## src/pkg/fms_params.svh

```systemverilog
// Timing counts, field widths and sizes of the fail mode supervisor.
// Assumes a core clock of 10 MHz; every count but FMS_CYC_SYNC derives from its printed time.
`ifndef FMS_PARAMS_SVH
`define FMS_PARAMS_SVH

// ************************************************************
// Core clock
// ************************************************************
`define FMS_CLK_PERIOD_NS 100

// ************************************************************
// Printed times
// ************************************************************
`define FMS_T_IN_DGL_NS   200000
`define FMS_T_CLK_DGL_NS  2000
`define FMS_T_RST_DGL_NS  10000
`define FMS_T_WD_SEL0_MS  32
`define FMS_T_WD_SEL1_MS  128
`define FMS_F_CLK_LOW_HZ  100

// ************************************************************
// Derived cycle counts
// ************************************************************
`define FMS_CYC_IN_DGL  ((`FMS_T_IN_DGL_NS + `FMS_CLK_PERIOD_NS - 1) / `FMS_CLK_PERIOD_NS)
`define FMS_CYC_CLK_DGL ((`FMS_T_CLK_DGL_NS + `FMS_CLK_PERIOD_NS - 1) / `FMS_CLK_PERIOD_NS)
`define FMS_CYC_RST_DGL ((`FMS_T_RST_DGL_NS + `FMS_CLK_PERIOD_NS - 1) / `FMS_CLK_PERIOD_NS)
`define FMS_CYC_WD_SEL0 (`FMS_T_WD_SEL0_MS * 1000000 / `FMS_CLK_PERIOD_NS)
`define FMS_CYC_WD_SEL1 (`FMS_T_WD_SEL1_MS * 1000000 / `FMS_CLK_PERIOD_NS)
`define FMS_CYC_CLK_LOW (1000000000 / (`FMS_F_CLK_LOW_HZ * `FMS_CLK_PERIOD_NS))
`define FMS_CYC_SYNC    1

// ************************************************************
// Sizes and reset values
// ************************************************************
`define FMS_N_CH        4
`define FMS_WORD_LSB_W  4
`define FMS_FRAME_CNT_W 8
`define FMS_RST_TOGGLE  1'b0

`endif

```

## src/pkg/fms_pkg.sv

```systemverilog
// Types shared by the fail mode supervisor files.
// Assumes nothing beyond the compile order.
package fms_pkg;

	// ************************************************************
	// Operating mode
	// ************************************************************
	typedef enum logic [1:0] {
		FMS_ST_NORMAL = 2'b01,
		FMS_ST_FAIL   = 2'b10
	} fms_mode_t;

endpackage

```

## src/rtl/fms_deglitch.sv

```systemverilog
// Two-flop synchroniser followed by a counting deglitch filter.
// Assumes the pin is asynchronous to core_clk_i.
`timescale 1ns/1ps

module fms_deglitch
	import fms_pkg::*;
#(
	parameter int unsigned CYC       = 1,
	parameter bit          FALL_ONLY = 1'b0
) (
	input  wire logic core_clk_i,
	input  wire logic reset_i,
	input  wire logic pin_i,
	output logic      sync_o,
	output logic      filt_o
);

	logic        meta_r;
	logic        sync_r;
	logic        filt_r;
	logic [31:0] cnt_r;

	// ************************************************************
	// Synchroniser
	// ************************************************************
	always_ff @(posedge core_clk_i or posedge reset_i) begin
		if (reset_i) begin
			meta_r <= 1'b0;
			sync_r <= 1'b0;
		end else begin
			meta_r <= pin_i;
			sync_r <= meta_r;
		end
	end

	// ************************************************************
	// Filter
	// ************************************************************
	always_ff @(posedge core_clk_i or posedge reset_i) begin
		if (reset_i) begin
			cnt_r  <= 32'h0;
			filt_r <= 1'b0;
		end else if (sync_r == filt_r) begin
			cnt_r <= 32'h0;
		end else if (FALL_ONLY && sync_r) begin
			filt_r <= 1'b1;
			cnt_r  <= 32'h0;
		end else if (cnt_r >= CYC - 1) begin
			filt_r <= sync_r;
			cnt_r  <= 32'h0;
		end else begin
			cnt_r <= cnt_r + 32'h1;
		end
	end

	assign sync_o = sync_r;
	assign filt_o = filt_r;

endmodule

```

## src/rtl/fms_supervisor.sv

```systemverilog
// Fail mode supervisor: mode decision, link watchdog, input filters,
// clock-fail detection and external switch control.
// Assumes frame strobes, PWM drive and settings come from core_clk_i logic;
// pins and the PWM clock input are asynchronous.
//
// Contract
// - In normal mode each channel follows the internal PWM drive.
// - A high forced-fail input puts the device into fail mode.
// - In fail mode each channel follows its filtered direct input.
// - The forced-fail input level is visible as a status bit.
// - Any link fault switches the device into fail mode.
// - A frame whose toggle bit did not invert is a link fault.
// - No good frame within 32 ms or 128 ms is a link fault.
// - A frame whose bit count is no multiple of 16 is a link fault.
// - A link fault sets the link failure flag for reporting.
// - The link failure flag keeps its state while in fail mode.
// - The link failure flag clears on the fail to normal transition.
// - Forced-fail and direct inputs are deglitched both edges, 200 us.
// - Filtered fail request rises only after 200 us high input.
// - Filtered direct input rises only after 200 us high input.
// - Wake reset input filtered on falling edge only, 10 us.
// - PWM clock deglitched 2 us; too fast toggling reads as failure.
// - Low clock frequency monitoring starts at wake reset rising edge.
// - While clock is too slow in normal mode channels follow their on commands.
// - Once the clock is valid channels return to PWM drive.
// - Clock-fail diagnosis clears after fault gone and quick status read.
// - External switch follows channel 6 setting in normal mode only.
// - External switch is held low in sleep and fail mode.
// - Lost link supply makes frames vanish, ending in watchdog timeout.
`timescale 1ns/1ps
`include "fms_params.svh"

module fms_supervisor
	import fms_pkg::*;
#(
	parameter int unsigned N_CH        = `FMS_N_CH,
	parameter int unsigned FRAME_CNT_W = `FMS_FRAME_CNT_W,
	parameter int unsigned IN_DGL_CYC  = `FMS_CYC_IN_DGL,
	parameter int unsigned WD_SEL0_CYC = `FMS_CYC_WD_SEL0,
	parameter int unsigned WD_SEL1_CYC = `FMS_CYC_WD_SEL1,
	parameter int unsigned CLK_LOW_CYC = `FMS_CYC_CLK_LOW
) (
	input  wire logic                   core_clk_i,
	input  wire logic                   reset_i,
	input  wire logic                   fail_force_i,
	input  wire logic [N_CH-1:0]        direct_channel_i,
	input  wire logic                   wake_reset_i,
	input  wire logic                   pwm_clk_i,
	input  wire logic                   spi_supply_ok_i,
	input  wire logic                   frame_done_i,
	input  wire logic [FRAME_CNT_W-1:0] frame_bits_i,
	input  wire logic                   watchdog_toggle_bit_i,
	input  wire logic                   watchdog_period_select_i,
	input  wire logic [N_CH-1:0]        pwm_drive_i,
	input  wire logic [N_CH-1:0]        channel_on_command_i,
	input  wire logic                   ch6_setting_i,
	input  wire logic                   quick_status_read_i,
	output logic [N_CH-1:0]             channel_out_o,
	output logic                        ext_switch_control_o,
	output logic                        fail_mode_o,
	output logic                        link_failure_flag_o,
	output logic                        fail_input_status_o,
	output logic                        fail_request_filtered_o,
	output logic [N_CH-1:0]             direct_input_filtered_o,
	output logic                        clk_low_o,
	output logic                        clk_fail_diag_o
);

	fms_mode_t         mode_r;
	fms_mode_t         mode_nxt;
	logic              fail_req_filt;
	logic              fail_sync;
	logic [N_CH-1:0]   dir_filt;
	logic              wake_filt;
	logic              clk_filt;
	logic              clk_filt_d_r;
	logic              clk_rise;
	logic              supply_ok;
	logic              frame_acc;
	logic              len_err;
	logic              tog_err;
	logic              frame_good;
	logic              wd_to;
	logic              comm_event;
	logic              comm_fault_r;
	logic              last_tog_r;
	logic [31:0]       wd_cnt_r;
	logic [31:0]       wd_limit;
	logic [31:0]       clk_cnt_r;
	logic              clk_low_r;
	logic              clk_diag_r;
	logic              flag_r;
	logic [N_CH-1:0]   chan_r;
	logic              ext_r;

	// ************************************************************
	// Input filters
	// ************************************************************
	fms_deglitch #(
		.CYC       (IN_DGL_CYC),
		.FALL_ONLY (1'b0)
	) u_fail_dgl (
		.core_clk_i (core_clk_i),
		.reset_i    (reset_i),
		.pin_i      (fail_force_i),
		.sync_o     (fail_sync),
		.filt_o     (fail_req_filt)
	);

	genvar g;
	generate
		for (g = 0; g < N_CH; g++) begin : g_dir
			fms_deglitch #(
				.CYC       (IN_DGL_CYC),
				.FALL_ONLY (1'b0)
			) u_dir_dgl (
				.core_clk_i (core_clk_i),
				.reset_i    (reset_i),
				.pin_i      (direct_channel_i[g]),
				.sync_o     (),
				.filt_o     (dir_filt[g])
			);
		end
	endgenerate

	fms_deglitch #(
		.CYC       (`FMS_CYC_RST_DGL),
		.FALL_ONLY (1'b1)
	) u_wake_dgl (
		.core_clk_i (core_clk_i),
		.reset_i    (reset_i),
		.pin_i      (wake_reset_i),
		.sync_o     (),
		.filt_o     (wake_filt)
	);

	fms_deglitch #(
		.CYC       (`FMS_CYC_CLK_DGL),
		.FALL_ONLY (1'b0)
	) u_clk_dgl (
		.core_clk_i (core_clk_i),
		.reset_i    (reset_i),
		.pin_i      (pwm_clk_i),
		.sync_o     (),
		.filt_o     (clk_filt)
	);

	fms_deglitch #(
		.CYC       (`FMS_CYC_SYNC),
		.FALL_ONLY (1'b0)
	) u_supply_sync (
		.core_clk_i (core_clk_i),
		.reset_i    (reset_i),
		.pin_i      (spi_supply_ok_i),
		.sync_o     (),
		.filt_o     (supply_ok)
	);

	// ************************************************************
	// Link watchdog
	// ************************************************************
	assign frame_acc  = frame_done_i && supply_ok;
	assign len_err    = frame_acc && (frame_bits_i[`FMS_WORD_LSB_W-1:0] != '0);
	assign tog_err    = frame_acc && !len_err && (watchdog_toggle_bit_i == last_tog_r);
	assign frame_good = frame_acc && !len_err && !tog_err;
	assign wd_limit   = watchdog_period_select_i ? WD_SEL1_CYC : WD_SEL0_CYC;
	assign wd_to      = !frame_good && (wd_cnt_r >= wd_limit - 1);
	assign comm_event = len_err || tog_err || wd_to;

	always_ff @(posedge core_clk_i or posedge reset_i) begin
		if (reset_i) begin
			last_tog_r <= `FMS_RST_TOGGLE;
		end else if (frame_acc && !len_err) begin
			last_tog_r <= watchdog_toggle_bit_i;
		end
	end

	always_ff @(posedge core_clk_i or posedge reset_i) begin
		if (reset_i) begin
			wd_cnt_r <= 32'h0;
		end else if (frame_good) begin
			wd_cnt_r <= 32'h0;
		end else if (wd_cnt_r < wd_limit - 1) begin
			wd_cnt_r <= wd_cnt_r + 32'h1;
		end
	end

	always_ff @(posedge core_clk_i or posedge reset_i) begin
		if (reset_i) begin
			comm_fault_r <= 1'b0;
		end else if (comm_event) begin
			comm_fault_r <= 1'b1;
		end else if (frame_good) begin
			comm_fault_r <= 1'b0;
		end
	end

	// ************************************************************
	// Mode decision
	// ************************************************************
	always_comb begin
		case (mode_r)
			FMS_ST_NORMAL: begin
				if (fail_req_filt || comm_fault_r) begin
					mode_nxt = FMS_ST_FAIL;
				end else begin
					mode_nxt = FMS_ST_NORMAL;
				end
			end
			FMS_ST_FAIL: begin
				if (fail_req_filt || comm_fault_r) begin
					mode_nxt = FMS_ST_FAIL;
				end else begin
					mode_nxt = FMS_ST_NORMAL;
				end
			end
			default: begin
				mode_nxt = FMS_ST_FAIL;
			end
		endcase
	end

	always_ff @(posedge core_clk_i or posedge reset_i) begin
		if (reset_i) begin
			mode_r <= FMS_ST_NORMAL;
		end else begin
			mode_r <= mode_nxt;
		end
	end

	always_ff @(posedge core_clk_i or posedge reset_i) begin
		if (reset_i) begin
			flag_r <= 1'b0;
		end else if (comm_event) begin
			flag_r <= 1'b1;
		end else if (mode_r == FMS_ST_FAIL && mode_nxt == FMS_ST_NORMAL) begin
			flag_r <= 1'b0;
		end
	end

	// ************************************************************
	// Clock monitor
	// ************************************************************
	assign clk_rise = clk_filt && !clk_filt_d_r;

	always_ff @(posedge core_clk_i or posedge reset_i) begin
		if (reset_i) begin
			clk_filt_d_r <= 1'b0;
		end else begin
			clk_filt_d_r <= clk_filt;
		end
	end

	always_ff @(posedge core_clk_i or posedge reset_i) begin
		if (reset_i) begin
			clk_cnt_r <= 32'h0;
			clk_low_r <= 1'b0;
		end else if (!wake_filt || clk_rise) begin
			clk_cnt_r <= 32'h0;
			clk_low_r <= 1'b0;
		end else if (clk_cnt_r >= CLK_LOW_CYC - 1) begin
			clk_low_r <= 1'b1;
		end else begin
			clk_cnt_r <= clk_cnt_r + 32'h1;
		end
	end

	always_ff @(posedge core_clk_i or posedge reset_i) begin
		if (reset_i) begin
			clk_diag_r <= 1'b0;
		end else if (clk_low_r) begin
			clk_diag_r <= 1'b1;
		end else if (quick_status_read_i) begin
			clk_diag_r <= 1'b0;
		end
	end

	// ************************************************************
	// Output drive
	// ************************************************************
	always_ff @(posedge core_clk_i or posedge reset_i) begin
		if (reset_i) begin
			chan_r <= '0;
		end else if (mode_r == FMS_ST_FAIL) begin
			chan_r <= dir_filt;
		end else if (clk_low_r) begin
			chan_r <= channel_on_command_i;
		end else begin
			chan_r <= pwm_drive_i;
		end
	end

	always_ff @(posedge core_clk_i or posedge reset_i) begin
		if (reset_i) begin
			ext_r <= 1'b0;
		end else begin
			ext_r <= (mode_r == FMS_ST_NORMAL) && wake_filt && ch6_setting_i;
		end
	end

	assign channel_out_o           = chan_r;
	assign ext_switch_control_o    = ext_r;
	assign fail_mode_o             = (mode_r == FMS_ST_FAIL);
	assign link_failure_flag_o     = flag_r;
	assign fail_input_status_o     = fail_sync;
	assign fail_request_filtered_o = fail_req_filt;
	assign direct_input_filtered_o = dir_filt;
	assign clk_low_o               = clk_low_r;
	assign clk_fail_diag_o         = clk_diag_r;

	// ************************************************************
	// Checks
	// ************************************************************
	chk_fail_entry_req: assert property (
		@(posedge core_clk_i) disable iff (reset_i)
		fail_req_filt |=> fail_mode_o ##1 fail_mode_o || !$past(fail_req_filt)
	) else $error("Fail request did not hold fail mode.");

	chk_fault_to_fail: assert property (
		@(posedge core_clk_i) disable iff (reset_i)
		comm_event |=> comm_fault_r ##1 fail_mode_o
	) else $error("Link fault did not reach fail mode.");

	chk_fail_direct: assert property (
		@(posedge core_clk_i) disable iff (reset_i)
		fail_mode_o |=> channel_out_o == $past(dir_filt)
	) else $error("Fail mode channel does not follow direct input.");

	chk_normal_pwm: assert property (
		@(posedge core_clk_i) disable iff (reset_i)
		!fail_mode_o && !clk_low_r |=> channel_out_o == $past(pwm_drive_i)
	) else $error("Normal mode channel does not follow PWM drive.");

	chk_clk_low_cmd: assert property (
		@(posedge core_clk_i) disable iff (reset_i)
		!fail_mode_o && clk_low_r |=> channel_out_o == $past(channel_on_command_i)
	) else $error("Slow clock channel does not follow on command.");

	chk_toggle_err: assert property (
		@(posedge core_clk_i) disable iff (reset_i)
		frame_acc && !len_err && watchdog_toggle_bit_i == last_tog_r
		|=> comm_fault_r && link_failure_flag_o
	) else $error("Missing toggle was not flagged.");

	chk_length_err: assert property (
		@(posedge core_clk_i) disable iff (reset_i)
		frame_acc && frame_bits_i[`FMS_WORD_LSB_W-1:0] != '0 |=> comm_fault_r
	) else $error("Bad frame length was not flagged.");

	chk_wd_timeout: assert property (
		@(posedge core_clk_i) disable iff (reset_i)
		!frame_good && wd_cnt_r == wd_limit - 1 |=> comm_fault_r
	) else $error("Watchdog expiry was not flagged.");

	chk_flag_held: assert property (
		@(posedge core_clk_i) disable iff (reset_i)
		fail_mode_o && mode_nxt == FMS_ST_FAIL && !comm_event |=> $stable(link_failure_flag_o)
	) else $error("Link failure flag changed in fail mode.");

	chk_flag_clear: assert property (
		@(posedge core_clk_i) disable iff (reset_i)
		fail_mode_o && mode_nxt == FMS_ST_NORMAL && !comm_event
		|=> !link_failure_flag_o && !fail_mode_o
	) else $error("Link failure flag not cleared on return to normal.");

	chk_ext_off: assert property (
		@(posedge core_clk_i) disable iff (reset_i)
		fail_mode_o || !wake_filt |=> !ext_switch_control_o
	) else $error("External switch on in fail or sleep.");

	chk_diag_hold: assert property (
		@(posedge core_clk_i) disable iff (reset_i)
		clk_diag_r && (clk_low_r || !quick_status_read_i) |=> clk_diag_r
	) else $error("Clock fail diagnosis cleared too early.");

	chk_clk_start: assert property (
		@(posedge core_clk_i) disable iff (reset_i)
		!wake_filt |=> clk_cnt_r == 32'h0 && !clk_low_r
	) else $error("Clock monitor ran while asleep.");

endmodule

```

## config.mk

```make
export PLATFORM = sky130hd
export DESIGN_NAME = fms_supervisor
export DESIGN_NICKNAME = d
export VERILOG_FILES = /design/src/pkg/fms_pkg.sv /design/src/rtl/fms_deglitch.sv /design/src/rtl/fms_supervisor.sv
export VERILOG_INCLUDE_DIRS = /design/src /design/src/pkg
export SDC_FILE = /design/constraint.sdc
export NUM_CORES = 1
export LEC_CHECK = 0
export BUFFER_PORTS_ARGS = -buffer_cell sky130_fd_sc_hd__buf_2
export CELL_PAD_IN_SITES_DETAIL_PLACEMENT = 0
export CELL_PAD_IN_SITES_GLOBAL_PLACEMENT = 2
export CORE_AREA = 2 2 165 167
export CTS_BUF_LIST = sky130_fd_sc_hd__clkbuf_8 sky130_fd_sc_hd__clkbuf_16
export CTS_CLUSTER_SIZE = 12
export DETAILED_ROUTE_END_ITERATION = 6
export DIE_AREA = 0 0 167 169
export PLACE_DENSITY_LB_ADDON = 0.25
export SKIP_CTS_REPAIR_TIMING = 1
export SLEW_MARGIN = 20
export SYNTH_ARGS = -nofsm -noshare
export SYNTH_HDL_FRONTEND = slang
export SYNTH_SLANG_ARGS = --single-unit
```

## constraint.sdc

```tcl
create_clock -name core_clk_i -period 14.7 [get_ports core_clk_i]
set_clock_uncertainty 0.05 [all_clocks]
set_input_delay 0.735 -clock core_clk_i [delete_from_list [all_inputs] [get_ports core_clk_i]]
set_output_delay 0.735 -clock core_clk_i [all_outputs]
set_load 0.02 [all_outputs]
```

-- Word-level counts from Yosys, hierarchy flattened
Cells that the tools add are included.
- $add $sub $neg: 11
- $lt $le $gt $ge: 11
- equal/unequal tests: 13
- multiplexer cells: 36
- bitwise operators: 8
- reductions and logical operators: 35
- operators with widths (operator ; number):
    32-bit two-way mux ; 21
    32-bit by 1-bit adder with 32-bit output, second input constant ; 10
    32-bit by 11-bit >= comparator with 1-bit output, second input constant ; 5
    32-bit by 1-bit >= comparator with 1-bit output, second input constant ; 1
    32-bit by 17-bit >= comparator with 1-bit output, second input constant ; 1
    32-bit >= comparator ; 1
    32-bit by 5-bit >= comparator with 1-bit output, second input constant ; 1
    32-bit by 7-bit >= comparator with 1-bit output, second input constant ; 1
    32-bit < comparator ; 1
    21-bit by 1-bit subtractor with 22-bit output, second input constant ; 1
    21-bit two-way mux ; 1
    2-bit AND reduction ; 8
    2-bit nonzero test ; 6
    1-bit logical AND ; 10
    1-bit two-way mux ; 10
    1-bit equality test ; 9
    4-bit two-way mux ; 2
    1-bit NOT ; 8
    1-bit zero test ; 5
    2-bit by 1-bit equality test with 1-bit output, second input constant ; 2
    1-bit logical OR ; 4
    2-bit two-way mux ; 2
    4-bit nonzero test ; 1
    2-bit equality test, second input constant ; 1
    2 further kinds ; 2
- register bits: 357
- input bits: 31
- output and inout bits: 15

-- Logic depth before layout (Yosys ltp)
Gate-level depths: netlist of run 1.
- depth in word-level cells: 11
- depth in mapped cells: 10
- mapped depth without buffers: 8

-- By module
Synthesis of run 1 repeated with hierarchy kept, for this count alone.
- cells, all modules: 937
- area total of the unflattened synthesis: 12062.8 um^2
- modules (own cells, without submodules) (module ; instances ; cells each ; area an instance (um^2) ; seq. area each (um^2)):
    fms_deglitch (g_dir[0].u_dir_dgl ...) ; 5 ; 91 ; 1249.9 ; 875.8
    fms_supervisor ; 1 ; 342 ; 3542.1 ; 1928.1
    fms_deglitch (u_wake_dgl) ; 1 ; 72 ; 1109.8 ; 875.8
    fms_deglitch (u_clk_dgl) ; 1 ; 63 ; 1078.5 ; 875.8
    fms_deglitch (u_supply_sync) ; 1 ; 5 ; 82.6 ; 75.1

-- Least setup slack after synthesis of run 1
OpenSTA, ideal clock, no wires.
- kind: input to register
- from: in watchdog_period_select_i
- to: reg wd_cnt_r[4]
- library setup time: 136 ps
- arrival: 2365 ps
- setup slack: 12149 ps
- cell stages on the path: 9
- cells stage by stage: ha_1 -> a211o_1 -> o21ai_2 -> nand4_2 -> a21o_4 -> buf_6 -> buf_2 -> o31ai_1 -> a21oi_1
- word-level cells in the longest chain between the ends: 4
- ends and longest elaborated chain (what ; line ; RTL):
    from (decl) ; fms_supervisor.sv:53 ; input wire logic watchdog_period_select_i,
    21-bit two-way mux ; fms_supervisor.sv:166 ; assign wd_limit = watchdog_period_select_i ? WD_SEL1_CYC : WD_SEL0_CYC;
    21-bit by 1-bit subtractor with 22-bit output ; fms_supervisor.sv:183 ; end else if (wd_cnt_r < wd_limit - 1) begin
    32-bit < comparator ; fms_supervisor.sv:183 ;
    2-bit nonzero test (no line) ; n/a ;
    to (signal assigned) ; fms_supervisor.sv:184 ; wd_cnt_r <= wd_cnt_r + 32'h1;
    to (decl) ; fms_supervisor.sv:87 ; logic [31:0] wd_cnt_r;
Every way passes these cells.
A chain may end at the register's enable or synchronous reset.

-- Final worst setup path of run 1
- from: reg mode_r[0]
- to: out fail_mode_o
- word-level cells in the longest chain between the ends: 1
- ends and longest elaborated chain (what ; line ; RTL):
    from (decl) ; fms_supervisor.sv:69 ; fms_mode_t mode_r;
    from (signal assigned) ; fms_supervisor.sv:227 ; mode_r <= mode_nxt;
    2-bit equality test ; fms_supervisor.sv:303 ; assign fail_mode_o = (mode_r == FMS_ST_FAIL);
    to (decl) ; fms_supervisor.sv:60 ; output logic fail_mode_o,
Every way passes these cells.

==> flow_summary.toml, run 1 <==
[synth]
yosysWarnings = 0
post-synth-top-count-cell = "dfrtp_1"
synth_edf_count = 0
synth_cell_types = 52
synth_top_cell_by_area = "dfrtp_1"
synth_top_cell_area_share_pct = 69.4
syn_avg_cell_area_um2 = 13.1
syn_inst = 893
yosysSeqAreaShare_pct = 69.6
netlist_area_um2 = 11700
synthFlopType = "dfrtp_1"
yosys-top-cells-count = "dfrtp_1, nor2_1, xnor2_1, nand3_1, xor2_1"
synth-seq-cells = 325
async_flop_share_pct = 100
synthTopCellsByArea = "dfrtp_1, nor2_1, xnor2_1"

[grt]
overflow = 0
antenna_found_initial = 0
grt_pass1_vias = 6756
grt_start_max_net_pins = 188
grt_use_total_pct = 13.5
grt_pass1_wl_mm = 31.6

[die]
start_util_pct = 44.1
fp-row-count = 60
boundaryPins = 46
die_h_um = 169
core_area_um2 = 26500
dieArea_um2 = 28200
fp.dieW_um = 167

[sta]
final-hold-violation-count = 0
max_slew_margin_pct = 25.7
final-setup-viol-count = 0
fin_tns_setup_ns = 0
slew_viol_final = 0
grt_setup_unrepaired = "false"
tightest_slew_ns = 1.12
clock.fmax_mhz = 406
layout_worst_path_cycle_share_pct = 16.8
fin_crit_ns = 2.47

[pwr]
p_seq_share_pct = 50.9
cell_internal_pwr_mw = 1.47
p_per_area_nw_per_um2 = 134
power.leakage_nw = 6.48
swShare_pct = 21.2
p_sw_mw = 0.394
comb_power_share_pct = 4.1
ir_drop_v = 0.000158
clkPwrFrac_pct = 45.0

[outcome]
status = "complete, no violations"

[clock_tree]
cts.sinks = 325
cts_tree = "done"
clk_pin_slew_worst_paths_ns = 0.06
cts_buffer_depth = 3
h-tree-depth = 2
cts_buffers = 35
clkLatencyLatePin_ns = 0.50
cts-root-buf = "clkbuf_16"

[placed_design]
hpwlAfterDp_mm = 10.8
place_congestion = 0.706
dp.cells = 1414
io_buffers = 41

[worst_setup_path]
slowest_delay_ns = 0.53
r2r-start = "wd_cnt_r[18]$_DFFE_PP0P_"
reg2regPathDepth = 7
startpoint_type = "flip-flop"
cp-end-kind = "primary output"
r2r-end = "wd_cnt_r[4]$_DFFE_PP0P_"
critical-path-slowest-cell = "dfstp_2"
rrSetupSlack_ns = 12.27
worstSetupPathType = "flip-flop to primary output"
cp_data_required_time_ns = 13.91
crit_chain = "inv_1 -> ha_1 -> buf_2"
arrival_ns = 1.68
worst-path-buf-inv = 2
path_delay_family = "flip-flops"
cp_max_fo = 10

[finish]
syn_to_final_growth_pct = 19.4
instances_no_fill = 1470
drive_above_1_share_pct = 10.0
num-fill-cells = 2311
diodes = 0
nets = 1160

[flow_run]
drv_cap = 0

[hold_path]
hold_class = "primary input to flip-flop"
hold_path_end = "u_clk_dgl.meta_r$_DFF_PP0_"
min_path_cells = 1
hold_start = "pwm_clk_i"

[drt]
ant_nets = 0
wl_per_cell_um = 12.1
drt_wl_total_mm = 17.8
drc = 0
firstDrtPassIters = 4
vias = 6682
vias_per_cell = 4.55
drt_iter0_markers = 433
## through the flow
step	cell area, um^2	total power, mW	utilization, %	setup WS, ns	hold WS (ns)
2_1_floorplan	12300	1.02	-	4.92	0.281
6_report	14000	1.86	52.7	12.23	0.294
4_1_cts	14000	1.90	52.7	12.20	0.269
3_3_place_gp	12800	1.04	48.5	11.82	0.282
3_5_place_dp	12800	1.04	48.5	11.79	0.285
5_1_grt	14000	1.95	52.7	12.13	0.275
## layout make-up
type	count	area, um^2	share of cell area [%]
Clock buffer	43	1010	7.23
Sequential cell	325	8130	58.3
Multi-Input combinational cell	685	3970	28.4
Clock inverter	13	104	0.744
Tap cell	341	427	3.06
Inverter	19	78.8	0.565
Timing Repair Buffer	44	240	1.72
## per-layer routing
| metal | vias up | wire [um] | track usage, % |
|---|---|---|---|
| li1 | 3359 | - | - |
| met1 | 3203 | 8700 | 19.1 |
| met2 | 83 | 7980 | 20.9 |
| met3 | 37 | 689 | 2.64 |
| met4 | 0 | 465 | 4.95 |
| met5 | - | 0 | 0 |
## worst max-delay path by stage
| stage | from | endpoint | slack, ns | cells past startpoint |
|---|---|---|---|---|
| 2_1_floorplan | reset_i | channel_out_o[0]$_DFF_PP0_ | 4.92 | 1 |
| 3_3_place_gp | watchdog_period_select_i | wd_cnt_r[4]$_DFFE_PP0P_ | 11.82 | 8 |
| 3_5_place_dp | watchdog_period_select_i | wd_cnt_r[4]$_DFFE_PP0P_ | 11.79 | 8 |
| 4_1_cts | mode_r[0]$_DFF_PP1_ | fail_mode_o | 12.20 | 3 |
| 5_1_grt | wd_cnt_r[18]$_DFFE_PP0P_ | wd_cnt_r[8]$_DFFE_PP0P_ | 12.13 | 7 |
| 6_report | mode_r[0]$_DFF_PP1_ | fail_mode_o | 12.23 | 3 |
## flip-flops by register name, indices dropped and copies added (netlist names), 2 cells and up
register                flops
g_dir.u_dir_dgl.cnt_r     128
clk_cnt_r                  32
u_clk_dgl.cnt_r            32
u_fail_dgl.cnt_r           32
u_wake_dgl.cnt_r           32
wd_cnt_r                   32
channel_out_o               4
g_dir.u_dir_dgl.filt_o      4
g_dir.u_dir_dgl.meta_r      4
g_dir.u_dir_dgl.sync_o      4
mode_r                      2
## cell usage in the layout (no fill, tap or decap), types with 27 or more instances in the layout
cell,n
xor2_1,37
nor2_1,105
dfrtp_1,324
nor4_1,35
inv_1,27
nand3_1,38
conb_1,157
xnor2_1,41
and3_1,28
and2_1,27
clkbuf_16,37
buf_2,41
nand2_1,36
## kinds of logic after synthesis
kind of cell | Yosys count | synth area share, %
buffers and inverters | 39 | 1.48
other | 1 | 0.0321
muxes | 12 | 1.10
adders and majority gates | 19 | 2.03
and+or+nand+nor | 354 | 16.2
DFF | 325 | 69.6
xor gates and xnor gates | 78 | 5.85
AOI/OAI and AO/OA | 65 | 3.73
## power groups by stage
| stage | logic [mW] | registers (mW) | clock network [mW] |
|---|---|---|---|
| after floorplan | 0.0567 | 0.962 | 0 |
| after global placement | 0.0765 | 0.964 | 0 |
| after detailed placement | 0.0782 | 0.965 | 0 |
| after CTS | 0.0782 | 0.950 | 0.870 |
| after global routing | 0.0900 | 0.953 | 0.906 |
| final | 0.0765 | 0.949 | 0.838 |
No activity file was read; power rests on OpenSTA's default activity.
==> run 2: changes to the inputs <==
--- a/config.mk
+++ b/config.mk
@@ -9,11 +9,11 @@
 export BUFFER_PORTS_ARGS = -buffer_cell sky130_fd_sc_hd__buf_2
 export CELL_PAD_IN_SITES_DETAIL_PLACEMENT = 0
 export CELL_PAD_IN_SITES_GLOBAL_PLACEMENT = 2
-export CORE_AREA = 2 2 165 167
+export CORE_AREA = 2 2 177 179
 export CTS_BUF_LIST = sky130_fd_sc_hd__clkbuf_8 sky130_fd_sc_hd__clkbuf_16
 export CTS_CLUSTER_SIZE = 12
 export DETAILED_ROUTE_END_ITERATION = 6
-export DIE_AREA = 0 0 167 169
+export DIE_AREA = 0 0 179 181
 export PLACE_DENSITY_LB_ADDON = 0.25
 export SKIP_CTS_REPAIR_TIMING = 1
 export SLEW_MARGIN = 20
==> constraint.sdc (replaced) <==
create_clock -name core_clk_i -period 2.2 [get_ports core_clk_i]
set_clock_uncertainty 0.05 [all_clocks]
set_input_delay 0.11 -clock core_clk_i [delete_from_list [all_inputs] [get_ports core_clk_i]]
set_output_delay 0.11 -clock core_clk_i [all_outputs]
set_load 0.02 [all_outputs]
==> run 2 against run 1 <==
Net effect: the flow now finishes with violations (negative setup slack); sequential power rose to 6.7 times the previous value; final area is 6.1% higher; critical path depth rose by 5; final cell count increased by 8.6%; combinational power grew to 7.7 times the previous value; global-route usage is 1.1 points lower; worst setup slack lost 12 ns; critical endpoint is now wd_cnt_r[8]$_DFFE_PP0P_.
==> flow_summary.toml, run 2 (same netlist as run 1, synthesis figures left out) <==
[outcome]
status = "finished, violations left"
violations = "negative setup slack"

[drt]
vias = 7016
wl_per_cell_um = 12.1
drc = 0
firstDrtPassIters = 4
ant_nets = 0
drt_iter0_markers = 314
vias_per_cell = 4.40
drt_wl_total_mm = 19.3

[worst_setup_path]
slowest_delay_ns = 0.40
cp_max_fo = 8
startpoint_type = "flip-flop"
path_delay_family = "compound AO/OA/AOI/OAI gates"
crit_chain = "ha_4 -> a211o_1 -> o21ai_2 -> nand4_4 -> buf_4 -> a21o_4 -> o31ai_1 -> a21oi_2"
arrival_ns = 2.54
worstSetupPathType = "flip-flop to flip-flop"
critical-path-slowest-cell = "dfrtp_1"
r2r-start = "wd_cnt_r[18]$_DFFE_PP0P_"
reg2regPathDepth = 8
worst-path-buf-inv = 1
r2r-end = "wd_cnt_r[8]$_DFFE_PP0P_"
cp-end-kind = "flip-flop"
rrSetupSlack_ns = -0.02
cp_data_required_time_ns = 2.52

[sta]
fin_crit_ns = 2.22
fin_tns_setup_ns = -0.0491
slew_viol_final = 0
grt_setup_unrepaired = "true"
max_slew_margin_pct = 64.0
layout_worst_path_cycle_share_pct = 101
final-hold-violation-count = 0
tightest_slew_ns = 0.535
final-setup-viol-count = 4
clock.fmax_mhz = 450
finalWorstSetupSlack_ns = -0.0212

[clock_tree]
clk_pin_slew_worst_paths_ns = 0.06
h-tree-depth = 2
clkLatencyLatePin_ns = 0.50
cts-root-buf = "clkbuf_16"
cts.sinks = 325
cts_buffer_depth = 3
cts_buffers = 37
cts_tree = "done"

[grt]
grt_start_max_net_pins = 91
grt_pass1_vias = 7017
antenna_found_initial = 0
grt_use_total_pct = 12.4
grt_pass1_wl_mm = 33.0
overflow = 0

[placed_design]
dpl_cell_area_um2 = 13200
io_buffers = 41
place_congestion = 0.723
hpwlAfterDp_mm = 12.1

[die]
die_h_um = 181
fp-row-count = 64
fp.dieW_um = 179
boundaryPins = 46
core_area_um2 = 30300
start_util_pct = 38.5
dieArea_um2 = 32400

[finish]
nets = 1226
final_area_um2 = 14800
regMostFlops = "g_dir.u_dir_dgl.cnt_r"
drive_above_1_share_pct = 14.9
largest_reg_flops = 128
diodes = 0
num-fill-cells = 2711
syn_to_final_growth_pct = 26.8
final_common_cell = "dfrtp_1"
mostFrequentLayoutCells = "dfrtp_1, conb_1, nor2_1"

[pwr]
p_per_area_nw_per_um2 = 865
ir_drop_v = 0.000472
power.leakage_nw = 6.85
p_total_mw = 12.8

[flow_run]
drv_cap = 0

[hold_path]
hold_class = "primary input to async pin"
-- run 2: changes by cell type in the layout (fill, tap and decap cells not counted), sizes merged --
cell         previous run  this run
a21o                    2         5
buf                    44        83
clkbuf                 43        47
clkinv                  2         5
clkinvlp                0         1
dlygate4sd3             0        22
inv                    28        27
-- run 2: routing by layer --
metal | wire, um | vias up | global-route usage [%]
met5 | 0 | - | 0
met4 | 520 | 0 | 4.26
met3 | 679 | 41 | 2.53
met2 | 8690 | 89 | 19.0
met1 | 9400 | 3368 | 17.5
li1 | - | 3518 | -
-- run 2: cell type report --
class	instances	area [um^2]	share of cell area [%]
inverter	19	75.1	0.507
sequential	325	8130	54.9
multi-input combinational	688	4120	27.8
tap	396	495	3.34
timing repair buffer	105	802	5.41
clock inverter	16	129	0.870
clock buffer	47	1060	7.18
-- run 2: worst register-to-register path, stage by stage (launching register included) --
cell and delay, ns:
dfrtp_1 0.40, ha_4 0.23, a211o_1 0.30, o21ai_2 0.16, nand4_4 0.16, buf_4 0.19, a21o_4 0.24, o31ai_1 0.28
a21oi_2 0.09
-- run 2: power by group --
part	switching [mW]	total [mW]	internal (mW)
Clock	2.26	5.88	3.62
Sequential	0.119	6.34	6.22
Combinational	0.368	0.590	0.222
Total	2.75	12.8	10.1
-- run 2: worst max-delay path by stage --
stage	startpoint	to	slack, ns	depth (start not counted)
6_report	wd_cnt_r[18]$_DFFE_PP0P_	wd_cnt_r[8]$_DFFE_PP0P_	-0.02	8
2_1_floorplan	reset_i	channel_out_o[0]$_DFF_PP0_	-2.30	1
4_1_cts	wd_cnt_r[13]$_DFFE_PP0P_	wd_cnt_r[8]$_DFFE_PP0P_	-0.05	7
5_1_grt	wd_cnt_r[18]$_DFFE_PP0P_	wd_cnt_r[8]$_DFFE_PP0P_	-0.12	8
3_3_place_gp	wd_cnt_r[18]$_DFFE_PP0P_	wd_cnt_r[4]$_DFFE_PP0P_	0.001	7
3_5_place_dp	wd_cnt_r[13]$_DFFE_PP0P_	wd_cnt_r[4]$_DFFE_PP0P_	-0.03	7
-- run 2: per-stage QoR --
stage,hold slack [ns],setup slack [ns],util [%],instances
final,0.0863,-0.0212,48.8,1596
after CTS,-0.489,-0.0485,47.5,1567
after global routing,0.0837,-0.117,48.8,1596
after global placement,0.0381,0.00118,43.6,1504
after detailed placement,0.0481,-0.0310,43.6,1504
after floorplan,0.0914,-2.30,-,1049
